--- src/shared/pwd_pkg.sv ---
// constants, types and helpers for the planar write instruction decoder
// Contract
// RQ1: opcode 1001 is the three-plane write; fetch five words before executing.
// RQ2: first word: count [11:0], enables, status, irq, line flags, opcode [31:28].
// RQ3: second word [11:0] is the byte count for the Cb FIFO.
// RQ4: second word [27:16] is the byte count for the Cr FIFO.
// RQ5: third word is the luma target byte address.
// RQ6: fourth word is the Cb target byte address.
// RQ7: fifth word is the Cr target byte address.
// RQ8: three-plane write moves every FIFO to its own address with own count.
// RQ9: opcode 1011 is a three-word luma write to the given address.
// RQ10: opcode 1011 discards the requested Cb and Cr bytes.
// RQ11: software uses the luma-only write on lines without stored chroma.
// RQ12: luma-only second word gives discard counts in [11:0] and [27:16].
// RQ13: planar instructions run only while the stream status says planar.
// RQ14: an audio instance rejects planar writes; a video instance runs them.
// RQ15: bit 25 of the first word is ignored.
// RQ16: on completion raise irq if flagged and apply status set/reset bits.
package pwd_pkg;
    localparam logic [3:0] OPC_THREE_PLANE = 4'h9;
    localparam logic [3:0] OPC_LUMA_SKIP   = 4'hb;
    localparam logic [2:0] WORDS_THREE     = 3'h5;
    localparam logic [2:0] WORDS_LUMA      = 3'h3;
    localparam logic [2:0] WORDS_NONE      = 3'h0;
    localparam int CNT_LSB   = 0;
    localparam int CNT_MSB   = 11;
    localparam int CNT3_LSB  = 16;
    localparam int CNT3_MSB  = 27;
    localparam int BE_LSB    = 12;
    localparam int BE_MSB    = 15;
    localparam int SET_LSB   = 16;
    localparam int SET_MSB   = 19;
    localparam int RST_LSB   = 20;
    localparam int RST_MSB   = 23;
    localparam int IRQ_BIT   = 24;
    localparam int LINE_END_BIT   = 26;
    localparam int LINE_START_BIT = 27;
    localparam int OPC_LSB   = 28;
    localparam int OPC_MSB   = 31;
    localparam logic [1:0] PLANE_Y  = 2'h0;
    localparam logic [1:0] PLANE_CB = 2'h1;
    localparam logic [1:0] PLANE_CR = 2'h2;
    localparam logic [3:0] STATUS_RESET = 4'h0;

    typedef struct packed {
        logic [1:0]  plane;
        logic        discard;
        logic [11:0] count;
        logic [31:0] addr;
        logic [3:0]  byte_en;
        logic        start_of_line_flag;
        logic        end_of_line_flag;
    } pwd_xfer_t;

    typedef enum logic [1:0] {ST_IDLE, ST_FETCH, ST_ISSUE, ST_DONE} pwd_state_t;

    // words an opcode needs; zero means not a planar write
    function automatic logic [2:0] pwd_words(input logic [3:0] opc);
        if (opc == OPC_THREE_PLANE) begin
            return WORDS_THREE;
        end
        if (opc == OPC_LUMA_SKIP) begin
            return WORDS_LUMA;
        end
        return WORDS_NONE;
    endfunction : pwd_words
endpackage : pwd_pkg

--- src/core/pwd_decoder.sv ---
// planar write instruction decoder with its instruction word fifo
`timescale 1ns/1ps

module pwd_fifo #(
    parameter int WIDTH = 32,
    parameter int DEPTH = 8
) (
    input  wire logic             i_clk,
    input  wire logic             i_reset,
    input  wire logic             i_valid,
    input  wire logic [WIDTH-1:0] i_data,
    output logic                  o_ready,
    output logic                  o_valid,
    output logic      [WIDTH-1:0] o_data,
    input  wire logic             i_ready
);
    localparam int AW = $clog2(DEPTH);
    initial begin
        if (DEPTH < 2 || (1 << AW) != DEPTH || WIDTH < 1) begin
            $error("pwd_fifo: depth must be a power of two of at least 2");
        end
    end
    logic [WIDTH-1:0] mem [DEPTH];
    logic [AW:0]      wr_ptr_reg;
    logic [AW:0]      rd_ptr_reg;
    logic             push;
    logic             pop;

    assign o_valid = wr_ptr_reg != rd_ptr_reg;
    assign o_ready = (wr_ptr_reg[AW-1:0] != rd_ptr_reg[AW-1:0])
                     || (wr_ptr_reg[AW] == rd_ptr_reg[AW]);
    assign push    = i_valid && o_ready;
    assign pop     = o_valid && i_ready;
    assign o_data  = mem[rd_ptr_reg[AW-1:0]];

    always_ff @(posedge i_clk) begin
        if (push) begin
            mem[wr_ptr_reg[AW-1:0]] <= i_data;
        end
    end

    always_ff @(posedge i_clk or posedge i_reset) begin
        if (i_reset) begin
            wr_ptr_reg <= '0;
            rd_ptr_reg <= '0;
        end else begin
            wr_ptr_reg <= wr_ptr_reg + (AW+1)'(push);
            rd_ptr_reg <= rd_ptr_reg + (AW+1)'(pop);
        end
    end
endmodule : pwd_fifo

module pwd_decoder
    import pwd_pkg::*;
#(
    parameter int  FIFO_DEPTH    = 8,
    parameter bit  PLANAR_CAPABLE = 1'b1
) (
    input  wire logic        i_clk,
    input  wire logic        i_reset,
    input  wire logic        i_planar_mode,
    input  wire logic        i_word_valid,
    input  wire logic [31:0] i_word,
    output logic             o_word_ready,
    output logic             o_busy,
    output logic             o_unsupported,
    output logic             o_xfer_valid,
    output pwd_xfer_t        o_xfer,
    input  wire logic        i_xfer_ready,
    output logic             o_irq,
    output logic             o_status_apply,
    output logic [3:0]       o_program_status_bits
);
    initial begin
        if (FIFO_DEPTH < 2) begin
            $error("pwd_decoder: fifo depth too small");
        end
    end

    logic        q_valid;
    logic [31:0] q_word;
    logic        q_ready;
    logic        take;
    logic [3:0]  q_opc;
    logic [2:0]  q_need;
    logic        accept_new;

    pwd_fifo #(.WIDTH(32), .DEPTH(FIFO_DEPTH)) u_fifo (
        .i_clk   (i_clk),
        .i_reset (i_reset),
        .i_valid (i_word_valid),
        .i_data  (i_word),
        .o_ready (o_word_ready),
        .o_valid (q_valid),
        .o_data  (q_word),
        .i_ready (q_ready)
    );

    pwd_state_t  state_reg;
    logic [2:0]  idx_reg;
    logic [2:0]  need_reg;
    logic [31:0] words_reg [5];
    logic [1:0]  plane_reg;
    logic [3:0]  opc_reg;
    logic [31:0] words_view [5];

    // stored words with the one taken this cycle in ST_FETCH already in place
    always_comb begin
        words_view = words_reg;
        if (take && state_reg == ST_FETCH) begin
            words_view[idx_reg] = q_word;
        end
    end

    assign q_opc  = q_word[OPC_MSB:OPC_LSB];
    // planar writes only when this instance supports them and stream is planar
    assign q_need = (PLANAR_CAPABLE && i_planar_mode)
                    ? pwd_words(q_opc) : WORDS_NONE; // RQ13 RQ14
    assign q_ready = (state_reg == ST_IDLE) || (state_reg == ST_FETCH);
    assign take    = q_valid && q_ready;
    assign accept_new = take && (state_reg == ST_IDLE) && (q_need != '0);
    assign o_busy  = state_reg != ST_IDLE;
    assign o_xfer_valid = state_reg == ST_ISSUE;
    assign opc_reg = words_reg[0][OPC_MSB:OPC_LSB]; // RQ2

    // per-plane request built from the stored words; bit 25 of the first word never looked at
    function automatic pwd_xfer_t build(input logic [1:0] p); // RQ15
        pwd_xfer_t x;
        logic      three;
        x = '0;
        three = words_view[0][OPC_MSB:OPC_LSB] == OPC_THREE_PLANE;
        x.plane   = p;
        x.byte_en = words_view[0][BE_MSB:BE_LSB]; // RQ2
        x.start_of_line_flag = words_view[0][LINE_START_BIT];
        x.end_of_line_flag   = words_view[0][LINE_END_BIT];
        unique case (p)
            PLANE_Y: begin
                x.count = words_view[0][CNT_MSB:CNT_LSB]; // RQ2
                x.addr  = words_view[2]; // RQ5 RQ9
            end
            PLANE_CB: begin
                x.count   = words_view[1][CNT_MSB:CNT_LSB]; // RQ3 RQ12
                x.addr    = three ? words_view[3] : '0; // RQ6
                x.discard = !three; // RQ10
            end
            default: begin
                x.count   = words_view[1][CNT3_MSB:CNT3_LSB]; // RQ4 RQ12
                x.addr    = three ? words_view[4] : '0; // RQ7
                x.discard = !three; // RQ10
            end
        endcase
        return x;
    endfunction : build

    always_ff @(posedge i_clk or posedge i_reset) begin
        if (i_reset) begin
            state_reg <= ST_IDLE;
            idx_reg   <= '0;
            need_reg  <= '0;
            plane_reg <= PLANE_Y;
        end else begin
            unique case (state_reg)
                ST_IDLE: begin
                    if (accept_new) begin
                        need_reg  <= q_need; // RQ1 RQ9
                        idx_reg   <= 3'h1;
                        state_reg <= ST_FETCH;
                    end
                end
                ST_FETCH: begin
                    if (take) begin
                        idx_reg <= idx_reg + 3'h1;
                        if (idx_reg == need_reg - 3'h1) begin
                            state_reg <= ST_ISSUE; // RQ1
                            plane_reg <= PLANE_Y;
                        end
                    end
                end
                ST_ISSUE: begin
                    if (i_xfer_ready) begin
                        if (plane_reg == PLANE_CR) begin
                            state_reg <= ST_DONE; // RQ8
                        end else begin
                            plane_reg <= plane_reg + 2'h1;
                        end
                    end
                end
                ST_DONE: begin
                    state_reg <= ST_IDLE;
                end
            endcase
        end
    end

    always_ff @(posedge i_clk) begin
        if (accept_new) begin
            words_reg[0] <= q_word;
        end else if (take && state_reg == ST_FETCH) begin
            words_reg[idx_reg] <= q_word;
        end
    end

    // request register: loaded when fetch ends and after each accepted plane
    always_ff @(posedge i_clk or posedge i_reset) begin
        if (i_reset) begin
            o_xfer <= '0;
        end else if (state_reg == ST_FETCH && take
                     && idx_reg == need_reg - 3'h1) begin
            // luma request must be whole in the first cycle valid is up
            o_xfer <= build(PLANE_Y);
        end else if (state_reg == ST_ISSUE) begin
            o_xfer <= build(i_xfer_ready ? plane_reg + 2'h1 : plane_reg);
        end
    end

    always_ff @(posedge i_clk or posedge i_reset) begin
        if (i_reset) begin
            o_unsupported <= 1'b0;
        end else begin
            o_unsupported <= take && state_reg == ST_IDLE && q_need == '0;
        end
    end

    // completion: irq and status bits take effect together; set beats reset
    always_ff @(posedge i_clk or posedge i_reset) begin
        if (i_reset) begin
            o_irq                 <= 1'b0;
            o_status_apply        <= 1'b0;
            o_program_status_bits <= STATUS_RESET;
        end else begin
            o_irq          <= state_reg == ST_DONE && words_reg[0][IRQ_BIT];
            o_status_apply <= state_reg == ST_DONE; // RQ16
            if (state_reg == ST_DONE) begin
                o_program_status_bits <= (o_program_status_bits
                    & ~words_reg[0][RST_MSB:RST_LSB])
                    | words_reg[0][SET_MSB:SET_LSB]; // RQ16
            end
        end
    end
endmodule : pwd_decoder

--- config.mk ---
export PLATFORM = sky130hd
export DESIGN_NAME = pwd_decoder
export DESIGN_NICKNAME = d
export VERILOG_FILES = /design/src/shared/pwd_pkg.sv /design/src/core/pwd_decoder.sv
export SDC_FILE = /design/constraint.sdc
export NUM_CORES = 1
export LEC_CHECK = 0
export ABC_AREA = 1
export BUFFER_PORTS_ARGS = -buffer_cell sky130_fd_sc_hd__clkbuf_2
export CORE_ASPECT_RATIO = 0.6
export CORE_MARGIN = 2
export CORE_UTILIZATION = 57
export CTS_CLUSTER_DIAMETER = 50
export DETAILED_ROUTE_END_ITERATION = 8
export PLACE_DENSITY = 0.75
export SYNTH_ARGS = -nofsm -noshare
export SYNTH_HDL_FRONTEND = slang
export SYNTH_HIERARCHICAL = 1
export SYNTH_SLANG_ARGS = --single-unit
--- constraint.sdc ---
create_clock -name i_clk -period 10.1 [get_ports i_clk]
set_clock_uncertainty 0.05 [all_clocks]
set_input_delay 1.01 -clock i_clk [delete_from_list [all_inputs] [get_ports i_clk]]
set_output_delay 1.01 -clock i_clk [all_outputs]
set_load 0.02 [all_outputs]
Yosys cells after proc, flatten, opt, wreduce, memory -nomap -nowiden
Memories as Yosys holds them, arrays and structs flattened. Index checks and enable logic that the tools add are counted.

Bits in latches: 0. Memories kept: 1. Bits in writable memories: 256. Bits of input ports: 37. Register bits: 238. Memory bits (read-only): 0.

Add/subtract/negate cells: 5. Divide/modulo/power cells: 0. Multiply operators: 0. Shift-type cells: 0. Bitwise operators: 5. Equal/unequal tests: 18. Mux-type cells: 36. Order comparisons: 2. Reduce and logical (&&, ||, !) cells: 26.

Memory list: u_fifo.mem (words 8, width 32, rd ports 1, clocked after memory_dff 0, write ports 1, line pwd_decoder.sv:23) `logic [WIDTH-1:0] mem [DEPTH];`.

Operators by type and width (number): $bwmux W160 (1); $mux W160 (1); $mux W32 (4); $mux W53 (2); $demux W32 S3 (1); $pmux W44 S2 (1); $mux W3 (7); $mux W2 (10); $eq A4 B4 Y1 const B (3); $reduce_and A5 Y1 (2); $reduce_bool A2 Y1 (5); $logic_and A1 B1 Y1 (9); $add A4 B1 Y4 (2); $pmux W2 S4 (1); $eq A2 B2 Y1 const B (3); $mux W1 (6); $ne A2 B1 Y1 const B (3); $ne A2 B2 Y1 const B (3); $pmux W3 S2 (1); $and A4 B4 Y4 (1); $eq A2 B1 Y1 const B (2); $ge A4 B4 Y1 const B (1); $logic_not A2 Y1 (2); $lt A4 B1 Y1 const B (1); other kinds (18) (20).

Longest topological paths before layout
Gate-level depths: netlist of run 1.

Word-level depth: 12. Gate-level depth with buffers: 19. Depth with buffers taken out: 17.

Cells and area by module
The synthesis of run 1 kept the hierarchy.

By module, submodules not included: pwd_decoder (cells an instance 1342, times used 1, seq. area each 6065.8 µm², area an instance 11114.4 µm²); pwd_fifo (cells an instance 848, times used 1, seq. area each 7887.6 µm², area an instance 10596.4 µm²).

Least setup slack after synthesis of run 1
OpenSTA, ideal clock, no wires.

Path kind: reg-to-reg. Start: register u_fifo.rd_ptr_reg[0]. End: register words_reg[144] (netlist name) (data pin). Library setup time: 0.151 ns. Buffers on the path: 3. Period minus slack after synthesis: 6.625 ns. Data arrival time: 6.423 ns. Slack: 3.475 ns. Cell stages (with the launch flop): 15. Cells stage by stage: dfrtp_1 buf_6 buf_8 buf_12 nor2_2 nor2_2 o21ai_1 o21ai_1 nand2_1 nand2_1 nor3_1 nand3_1 nand2_2 clkinv_1 nor2_1.

Cells in the longest elaborated chain, start to end: 10.

Ends and longest elaborated chain: start, declared (line pwd_decoder.sv:25) `logic [AW:0] rd_ptr_reg;`; start signal, assigned (line pwd_decoder.sv:48) `rd_ptr_reg <= rd_ptr_reg + (AW+1)'(pop);`; $mem_v2 Z8 W32 *; via q_word[30] (line pwd_decoder.sv:81) `logic [31:0] q_word;`; $eq A4 B4 Y1 (line pwd_pkg.sv:62) `if (opc == OPC_LUMA_SKIP) begin`; $mux W1 (2 in a row) (line pwd_pkg.sv:62); $mux W3 (line pwd_pkg.sv:65) `return WORDS_NONE;`; $mux W3 * (line pwd_pkg.sv:62); $mux W3 * (line pwd_decoder.sv:118) `? pwd_words(q_opc) : WORDS_NONE;`; $reduce_bool A3 Y1 * (line pwd_decoder.sv:121) `assign accept_new = take && (state_reg == ST_IDLE) && (q_need != '0);`; $logic_and A1 B1 Y1 * (line pwd_decoder.sv:121); $mux W32 * (line pwd_decoder.sv:196) `if (accept_new) begin`; end signal, assigned by index (line pwd_decoder.sv:199) `words_reg[idx_reg] <= q_word;`; end, declared (line pwd_decoder.sv:102) `logic [31:0] words_reg [5];`.

The timed path passes the listed nets; every way through them passes the cells marked *. The select of a mux whose other input is x is not followed. A chain may end at the register's enable or synchronous reset.

Final worst setup path of run 1
Start: register u_fifo.rd_ptr_reg[0]. End: register state_reg[0].

Cells in the longest elaborated chain, start to end: 11.

Ends and longest elaborated chain: $mem_v2 Z8 W32 *; via q_word[31] (line pwd_decoder.sv:81); $eq A4 B4 Y1 (line pwd_pkg.sv:62); $mux W1 (2 in a row) (line pwd_pkg.sv:62); $mux W3 (line pwd_pkg.sv:65); $mux W3 * (line pwd_pkg.sv:62); $mux W3 * (line pwd_decoder.sv:118); $reduce_bool A3 Y1 * (line pwd_decoder.sv:121); $logic_and A1 B1 Y1 * (line pwd_decoder.sv:121); $ne A2 B2 Y1 (no source line) *; $reduce_and A5 Y1 (no source line) *; end signal, assigned (line pwd_decoder.sv:157) `state_reg <= ST_IDLE;`; end signal, assigned (line pwd_decoder.sv:167) `state_reg <= ST_FETCH;`; end signal, assigned (line pwd_decoder.sv:174) `state_reg <= ST_ISSUE;`; end, declared (line pwd_decoder.sv:99) `pwd_state_t state_reg;`.

Marked as above.

==> results.tsv, run 1 <==
metric	value	unit
ys_seq_elements	485	
final_antenna_net_count	0	
vias	15700	
synth_top_area_frac	0.533	
arrival	5.71	ns
wire_per_inst	18.8	um
area_growth_syn_to_layout	9.87	%
grt_max_degree	87	
largest_register_ff_count	256	
ys_warn_count	6	
drc	0	
status	complete, no violations	
coreArea	37600	um2
synth_cells	2190	
clk_pin_slew	0.07	ns
grt_pass1_wl	82400	um
hpwl	31200	um
insertion_delay	0.57	ns
row_count	55	
drv_slew	0	
synthFlopType	edfxtp_1	
max-clock-path-buffers	3	
fp.dieW	256	um
io_buffers	99	
crit_chain	clkinv_2 > buf_4 > o21ai_0 > o21ai_1 > nand2_1 > nand2_1 > inv_1 > nor3_1 > nand3_4 > inv_1 > o211ai_1 > nand2_1 > o21ai_0	
power	8200	uW
numCtsBuffers	44	
yosysUniqueCellTypes	47	
cts_tree	yes	
finalHoldWorstSlack	0.380	ns
routabilityCongestion	0.896	
post-route-period-util	0.529	
min_period	5.34	ns
required	10.47	ns
cap_violations	0	
start_util	0.577	
ir_worst_vdd	196	uV
crit_top_cell	nand2_1	
wirelength	52500	um
die_h	155	um
grt-ovfl-total	0	
slowest_stage	inv_1	
critPathKind	reg2reg	
post-cts-setup-buffers	0	
fin_cells	2793	
critPathMaxStageDelay	1.10	ns
yosys-top-cells-area	edfxtp_1 53%, dfrtp_1 9.0%, nand2_1 8.9%	
cts_root_buf	clkbuf_16	
netlist_area	21700	um2
cp-end-kind	flop	
dr.pass1.iters	6	
place_inst	2712	
drive_above_1_share	0.113	
crit_fanout	61	
finalSetupTns	0	ns
final_net_count	2294	
postCtsResizedCells	0	
htreeDepth	2	
grt_pass1_vias	14800	
synth_top_area_cell	edfxtp_1	
cts-hold-fix-buffers	0	
p_per_area	344	nW/um2
syn_avg_cell_area	9.91	um2
worstMarginPinSlew	1.25	ns
clock-sinks	485	
vias_per_cell	5.61	
min_path_type	in2async	
rsz0062_at_grt	no	
antenna_found_initial	1	
critPathLaunchType	flop	
seq_area_frac_synth	0.643	
grtUsageTotal	0.265	
async_reset_ff_frac	0.161	
relSlewSlack	0.166	
synth_edf_count	385	
ios	100	
max_freq	187	MHz
die_area	39700	um2
synth_common_cells	513 x nand2_1, 385 x edfxtp_1, 335 x nor2_1, 173 x o21ai_0, 152 x inv_1	
leakage	0.00975	uW
synth_fp_nets	2239	
drt-initial-drc-count	1899	
timing.final.hold_violations	0	
setup-violations-final	0	
num-fill-cells	2985	
synth.most_common_cell	nand2_1	
per-layer routing:
metal	wire length (um)	track usage	vias up	share of wire
li1	-	-	7391	-
met1	23000	0.389	7520	0.44
met2	23800	0.411	687	0.45
met3	4740	0.0490	80	0.090
met4	1030	0.0679	0	0.020
met5	0	0	-	0
logic make-up (layout without fill, tap and decap cells):
logic type,after synthesis,in the layout,share of synthesized area
adder cells (fa/ha/maj),12,12,0.00692
AND/OR/NAND/NOR,1091,1091,0.213
other,0,1,0
flip-flops,485,485,0.643
buffers and inverters,277,366,0.0562
AO/OA/AOI/OAI,320,320,0.0794
XOR/XNOR,5,5,0.00202
critical path: cells and delay by family (launching register included):
family | cells | cell delay, ns
buffers and inverters | 4 | 2.17
and+or+nand+nor | 5 | 1.46
DFF | 1 | 0.72
AOI/OAI and AO/OA | 4 | 0.72
through the flow:
| stage | setup WS, ns | instance area, um2 | utilization |
|---|---|---|---|
| 2_1_floorplan | 3.48 | 21700 | - |
| 3_3_place_gp | 5.10 | 22500 | 0.598 |
| 3_5_place_dp | 4.84 | 22500 | 0.598 |
| 4_1_cts | 4.85 | 23900 | 0.634 |
| 5_1_grt | 4.23 | 23900 | 0.634 |
| 6_report | 4.76 | 23900 | 0.634 |
layout make-up:
type | count | area, um2 | area share
clock inverters | 17 | 146 | 0.00614
diodes | 1 | 2.50 | 0.000105
well taps | 513 | 642 | 0.0269
inverters | 164 | 619 | 0.0260
multi-input cells | 1428 | 6600 | 0.277
clock buffers | 63 | 1210 | 0.0508
flip-flops and latches | 485 | 14000 | 0.585
repair buffers | 122 | 668 | 0.0280
final timing paths:
| check | slack [ns] | from | to | cells after the start |
|---|---|---|---|---|
| setup / recovery | 4.76 | u_fifo/rd_ptr_reg[0]$_DFF_PP0_ | state_reg[0]$_DFFE_PP0P_ | 13 |
| hold / removal | 0.38 | i_reset | u_fifo/rd_ptr_reg[0]$_DFF_PP0_ | 2 |
| setup reg to reg | 4.76 | u_fifo/rd_ptr_reg[0]$_DFF_PP0_ | state_reg[0]$_DFFE_PP0P_ | 13 |
| hold reg to reg | 0.42 | words_reg[152]$_DFFE_PP_ | o_irq$_DFF_PP0_ | 2 |
| max in group asynchronous | 8.61 | i_reset | o_xfer[7]$_DFFE_PP0P_ | 3 |
| min in group i_clk | 0.42 | words_reg[152]$_DFFE_PP_ | o_irq$_DFF_PP0_ | 2 |
cell usage in the layout (no fill, tap or decap), drive strengths merged, types with 21 or more instances in the layout:
| cell type | instances |
|---|---|
| dfxtp | 22 |
| clkinv | 21 |
| dfrtp | 78 |
| edfxtp | 385 |
| clkbuf | 162 |
| inv | 157 |
| nand3 | 141 |
| nor2 | 362 |
| buf | 23 |
| o21ai | 293 |
| nand2 | 521 |
| and2 | 49 |
power breakdown:
group	switching, uW	leakage (uW)	internal [uW]
sequential	285	0.00482	2880
clock	734	0.000664	889
combinational	2450	0.00426	955
total	3470	0.00975	4730
Note: power is estimated with default switching activity, not from simulation.
==> inputs of run 2 (changes only) <==
Clock period 10.1 ns to 5.6 ns, I/O delays scaled along.
==> results.tsv, run 2 (same netlist as run 1, synthesis figures left out) <==
metric	value	unit
status	complete, no violations	
pwr-share-seq	0.383	
cap_violations	0	
final_antenna_net_count	0	
start_util	0.577	
drc	0	
grt_pass1_vias	14700	
worstMarginPinSlew	1.18	ns
min_period	4.40	ns
p_sw_frac	0.422	
final_cell_mix	512 x nand2_1, 385 x edfxtp_1, 334 x nor2_1, 173 x o21ai_0, 151 x inv_1	
min_path_type	in2reg	
finalSetupTns	0	ns
grt-ovfl-total	0	
max_freq	227	MHz
cts_tree	yes	
wire_per_inst	18.8	um
dr.pass1.iters	6	
final_net_count	2301	
postPlaceCellArea	22500	um2
cts-hold-fix-buffers	1	
cp-end-kind	flop	
p_int	8660	uW
drv_slew	0	
drt-initial-drc-count	1808	
critPathKind	reg2reg	
hpwl	31900	um
finalInstanceArea	24000	um2
row_count	55	
max-clock-path-buffers	3	
required	5.95	ns
power_frac_clock	0.202	
leakage	0.00982	uW
die_h	155	um
p_per_area	624	nW/um2
timing.final.hold_violations	0	
vias	15500	
grtUsageTotal	0.267	
ios	100	
numCtsBuffers	44	
postCtsResizedCells	0	
diodes	0	
rsz0062_at_grt	no	
final_util	0.637	
post-cts-setup-buffers	0	
crit_fanout	68	
antenna_found_initial	1	
ir_worst_vdd	293	uV
insertion_delay	0.56	ns
grt_pass1_wl	82900	um
area_growth_syn_to_layout	10.5	%
post-route-period-util	0.785	
grt_max_degree	71	
largest_register_ff_count	256	
coreArea	37600	um2
relSlewSlack	0.208	
routabilityCongestion	0.890	
vias_per_cell	5.55	
power_frac_comb	0.415	
setup-violations-final	0	
layout_commonest_cell	nand2_1	
htreeDepth	2	
clock-sinks	485	
fp.dieW	256	um
cts_root_buf	clkbuf_16	
drive_above_1_share	0.117	
die_area	39700	um2
io_buffers	99	
clk_pin_slew	0.07	ns
arrival	4.75	ns
critPathLaunchType	flop	
wirelength	52700	um
p_sw	6320	uW
run 2: per-layer routing:
layer  vias to the layer above  part of all wire  GRT usage
met3                        84             0.088     0.0577
met2                       608              0.45      0.411
met4                         2             0.022     0.0654
met5                         -           0.00025          0
li1                       7429                 -          -
met1                      7417              0.44      0.392
run 2: worst max-delay path, stage by stage, from the launching register on:
cell and delay, ns:
dfrtp_4 0.74, clkinv_2 0.12, buf_4 0.50, buf_4 0.65
o21ai_0 0.20, o21ai_1 0.12, nand2_1 0.07, nand2_1 0.08
inv_1 0.11, nor3_1 0.43, nand3_4 0.15, nand2_2 0.44
clkinv_1 0.36, nor2_1 0.18
run 2: path summary, 6_finish.rpt:
kind,start,to,slack (ns),depth (start not counted)
setup / recovery,u_fifo/rd_ptr_reg[0]$_DFF_PP0_,words_reg[149]$_DFFE_PP_,1.20,13
hold / removal,i_word[16],u_fifo/mem[7][16]$_DFFE_PP_,0.23,1
setup reg to reg,u_fifo/rd_ptr_reg[0]$_DFF_PP0_,words_reg[149]$_DFFE_PP_,1.20,13
hold reg to reg,words_reg[152]$_DFFE_PP_,o_irq$_DFF_PP0_,0.40,2
max in group asynchronous,i_reset,o_status_apply$_DFF_PP0_,3.95,4
min in group asynchronous,i_reset,u_fifo/wr_ptr_reg[3]$_DFF_PP0_,0.49,3
run 2: area by class of cell:
cell class,instances,area [um2]
Clock buffer,64,1270
Tap cell,513,642
Fill cell,3034,13700
Inverter,164,619
Clock inverter,18,166
Multi-Input combinational cell,1428,6600
Timing Repair Buffer,129,723
Sequential cell,485,14000
run 2: power by group through the flow:
stage                     clock network, uW  logic (uW)  registers [uW]
after global placement                    0        5950            5760
final                                  3020        6210            5740
after CTS                              3080        6150            5740
after global routing                   3220        6900            5850
after floorplan                           0        4220            5820
after detailed placement                  0        6090            5800
run 2: stage by stage:
stage                     std cells  hold slack (ns)  setup WS (ns)  total power [uW]
after floorplan                2190            0.326          0.673             10000
after global placement         2718            0.382           1.43             11700
after detailed placement       2718            0.384           1.25             11900
after CTS                      2801            0.210           1.23             15000
after global routing           2801            0.219          0.818             16000
final                          2801            0.228           1.20             15000
==> inputs of run 3 (changes only) <==
Settings changed: ABC_AREA 1 to 0, CORE_UTILIZATION 57 to 55.
Clock period 5.6 ns to 3.8 ns, I/O delays scaled along.
==> results.tsv, run 3 <==
metric	value	unit
numCtsBuffers	42	
drt-initial-drc-count	1262	
insertion_delay	0.56	ns
coreArea	36700	um2
final_antenna_net_count	0	
htreeDepth	2	
grt_pass1_vias	12500	
wire_per_inst	25.0	um
synth_common_cells	385 x edfxtp_1, 133 x a21oi_1, 108 x mux2_2, 91 x o21ai_0, 87 x nand2_1	
cp_top_family	compound AO/OA/AOI/OAI gates	
synth_fp_nets	1394	
required	4.19	ns
synth_top_area_frac	0.560	
die_area	39100	um2
synthFlopType	edfxtp_1	
ys_seq_elements	485	
synth_top_area_cell	edfxtp_1	
final_cell_mix	385 x edfxtp_1, 132 x a21oi_1, 108 x mux2_2, 99 x clkbuf_2, 91 x o21ai_0	
antenna_found_initial	4	
clock-sinks	485	
ir_worst_vdd	477	uV
post-cts-setup-buffers	0	
cts-hold-fix-buffers	1	
drc	0	
rsz0062_at_grt	no	
vias_per_cell	6.24	
setup-violations-final	0	
min_period	3.40	ns
slowest_stage	a21oi_1	
rr_endpoint	o_xfer[47]$_DFFE_PP0P_	
reg2reg_depth	9	
io_buffers	99	
crit_top_cell	buf_4	
crit_fanout	16	
synth.most_common_cell	edfxtp_1	
setup_slack	0.405	ns
leakage	0.00857	uW
area_growth_syn_to_layout	11.6	%
ys_warn_count	6	
hold_path_depth	1	
min_path_type	in2reg	
holdPathEnd	u_fifo/mem[5][5]$_DFFE_PP_	
final_net_count	1493	
status	complete, no violations	
wirelength	49600	um
post-route-period-util	0.894	
dr.pass1.iters	5	
grt_pass1_wl	75500	um
synth_cells	1345	
seq_area_frac_synth	0.676	
fp.dieW	254	um
layout_commonest_cell	edfxtp_1	
power	20900	uW
grt-ovfl-total	0	
async_reset_ff_frac	0.161	
cap_violations	0	
start_util	0.563	
synth_edf_count	385	
drive_above_1_share	0.264	
syn_avg_cell_area	15.3	um2
vias	12400	
yosysUniqueCellTypes	63	
netlist_area	20600	um2
grtUsageTotal	0.257	
yosys-top-cells-area	edfxtp_1 56%, dfrtp_1 9.5%, mux2_2 5.9%	
pre_cts_slack	0.539	ns
critPathKind	reg2reg	
r2r_start	u_fifo/rd_ptr_reg[0]$_DFF_PP0_	
clk_pin_slew	0.07	ns
worstMarginPinSlew	1.37	ns
cp.depth	9	
ios	100	
crit_chain	xnor2_1 > nand4_1 > nand2_1 > nor4_2 > buf_4 > buf_4 > a21oi_1 > o2bb2ai_1 > o22a_1	
cp-end-kind	flop	
postCtsResizedCells	0	
grt_max_degree	90	
arrival	3.79	ns
routabilityCongestion	0.813	
holdCritStartpoint	i_word[5]	
cts_root_buf	clkbuf_16	
max-clock-path-buffers	3	
critPathMaxStageDelay	1.04	ns
row_count	54	
hpwl	30300	um
max_freq	295	MHz
die_h	154	um
rrSetupSlack	0.40	ns
drv_slew	0	
path_buf_inv	2	
critPathLaunchType	flop	
relSlewSlack	0.0881	
timing.final.hold_violations	0	
largest_register_ff_count	256	
cts_tree	yes	
p_per_area	907	nW/um2
## run 3: kinds of logic after synthesis
kind of cell,count (synthesis),synth area share
buffers and inverters,102,0.0268
AND/OR/NAND/NOR,244,0.0577
adder cells (fa/ha/maj),12,0.00727
flip-flops,485,0.676
multiplexers,194,0.144
XOR/XNOR,12,0.00582
AO/OA/AOI/OAI,296,0.0823
## run 3: worst max-delay path by stage
stage,end,startpoint
after floorplan,words_reg[144]$_DFFE_PP_,u_fifo/rd_ptr_reg[0]$_DFF_PP0_
after global placement,o_xfer[47]$_DFFE_PP0P_,u_fifo/rd_ptr_reg[0]$_DFF_PP0_
after detailed placement,o_xfer[47]$_DFFE_PP0P_,u_fifo/rd_ptr_reg[0]$_DFF_PP0_
after CTS,o_xfer[47]$_DFFE_PP0P_,u_fifo/rd_ptr_reg[0]$_DFF_PP0_
after global routing,o_xfer[47]$_DFFE_PP0P_,u_fifo/rd_ptr_reg[0]$_DFF_PP0_
final,o_xfer[47]$_DFFE_PP0P_,u_fifo/rd_ptr_reg[0]$_DFF_PP0_
## run 3: metal layers
layer / wire length [um] / vias to the layer above / GRT usage
li1: - / 5410 / -
met1: 21300 / 6276 / 0.378
met2: 22500 / 593 / 0.389
met3: 4780 / 71 / 0.0613
met4: 993 / 0 / 0.0622
met5: 0 / - / 0
## run 3: power breakdown
group / internal [uW] / total (uW) / switching (uW) / leakage, uW
combinational: 3080 / 8330 / 5250 / 0.00307
sequential: 7690 / 8430 / 739 / 0.00485
clock: 2230 / 4120 / 1890 / 0.000639
total: 13000 / 20900 / 7880 / 0.00857
## run 3: final cells by class
cell class / count / area (um2)
Clock buffer: 50 / 1110
Tap cell: 504 / 631
Sequential cell: 485 / 14000
Multi-Input combinational cell: 758 / 6240
Fill cell: 2708 / 13600
Inverter: 13 / 50.0
Clock inverter: 25 / 174
Timing Repair Buffer: 144 / 873
Antenna cell: 1 / 2.50
## run 3: through the flow
stage	utilization	cell area (um2)	hold slack, ns	setup TNS, ns	instances
5_1_grt	0.628	23000	0.0628	0	1980
2_1_floorplan	-	20700	0.146	-0.0727	1345
6_report	0.628	23000	0.0594	0	1980
3_5_place_dp	0.593	21700	0.338	0	1903
4_1_cts	0.628	23000	0.0431	0	1979
3_3_place_gp	0.593	21700	0.341	0	1903
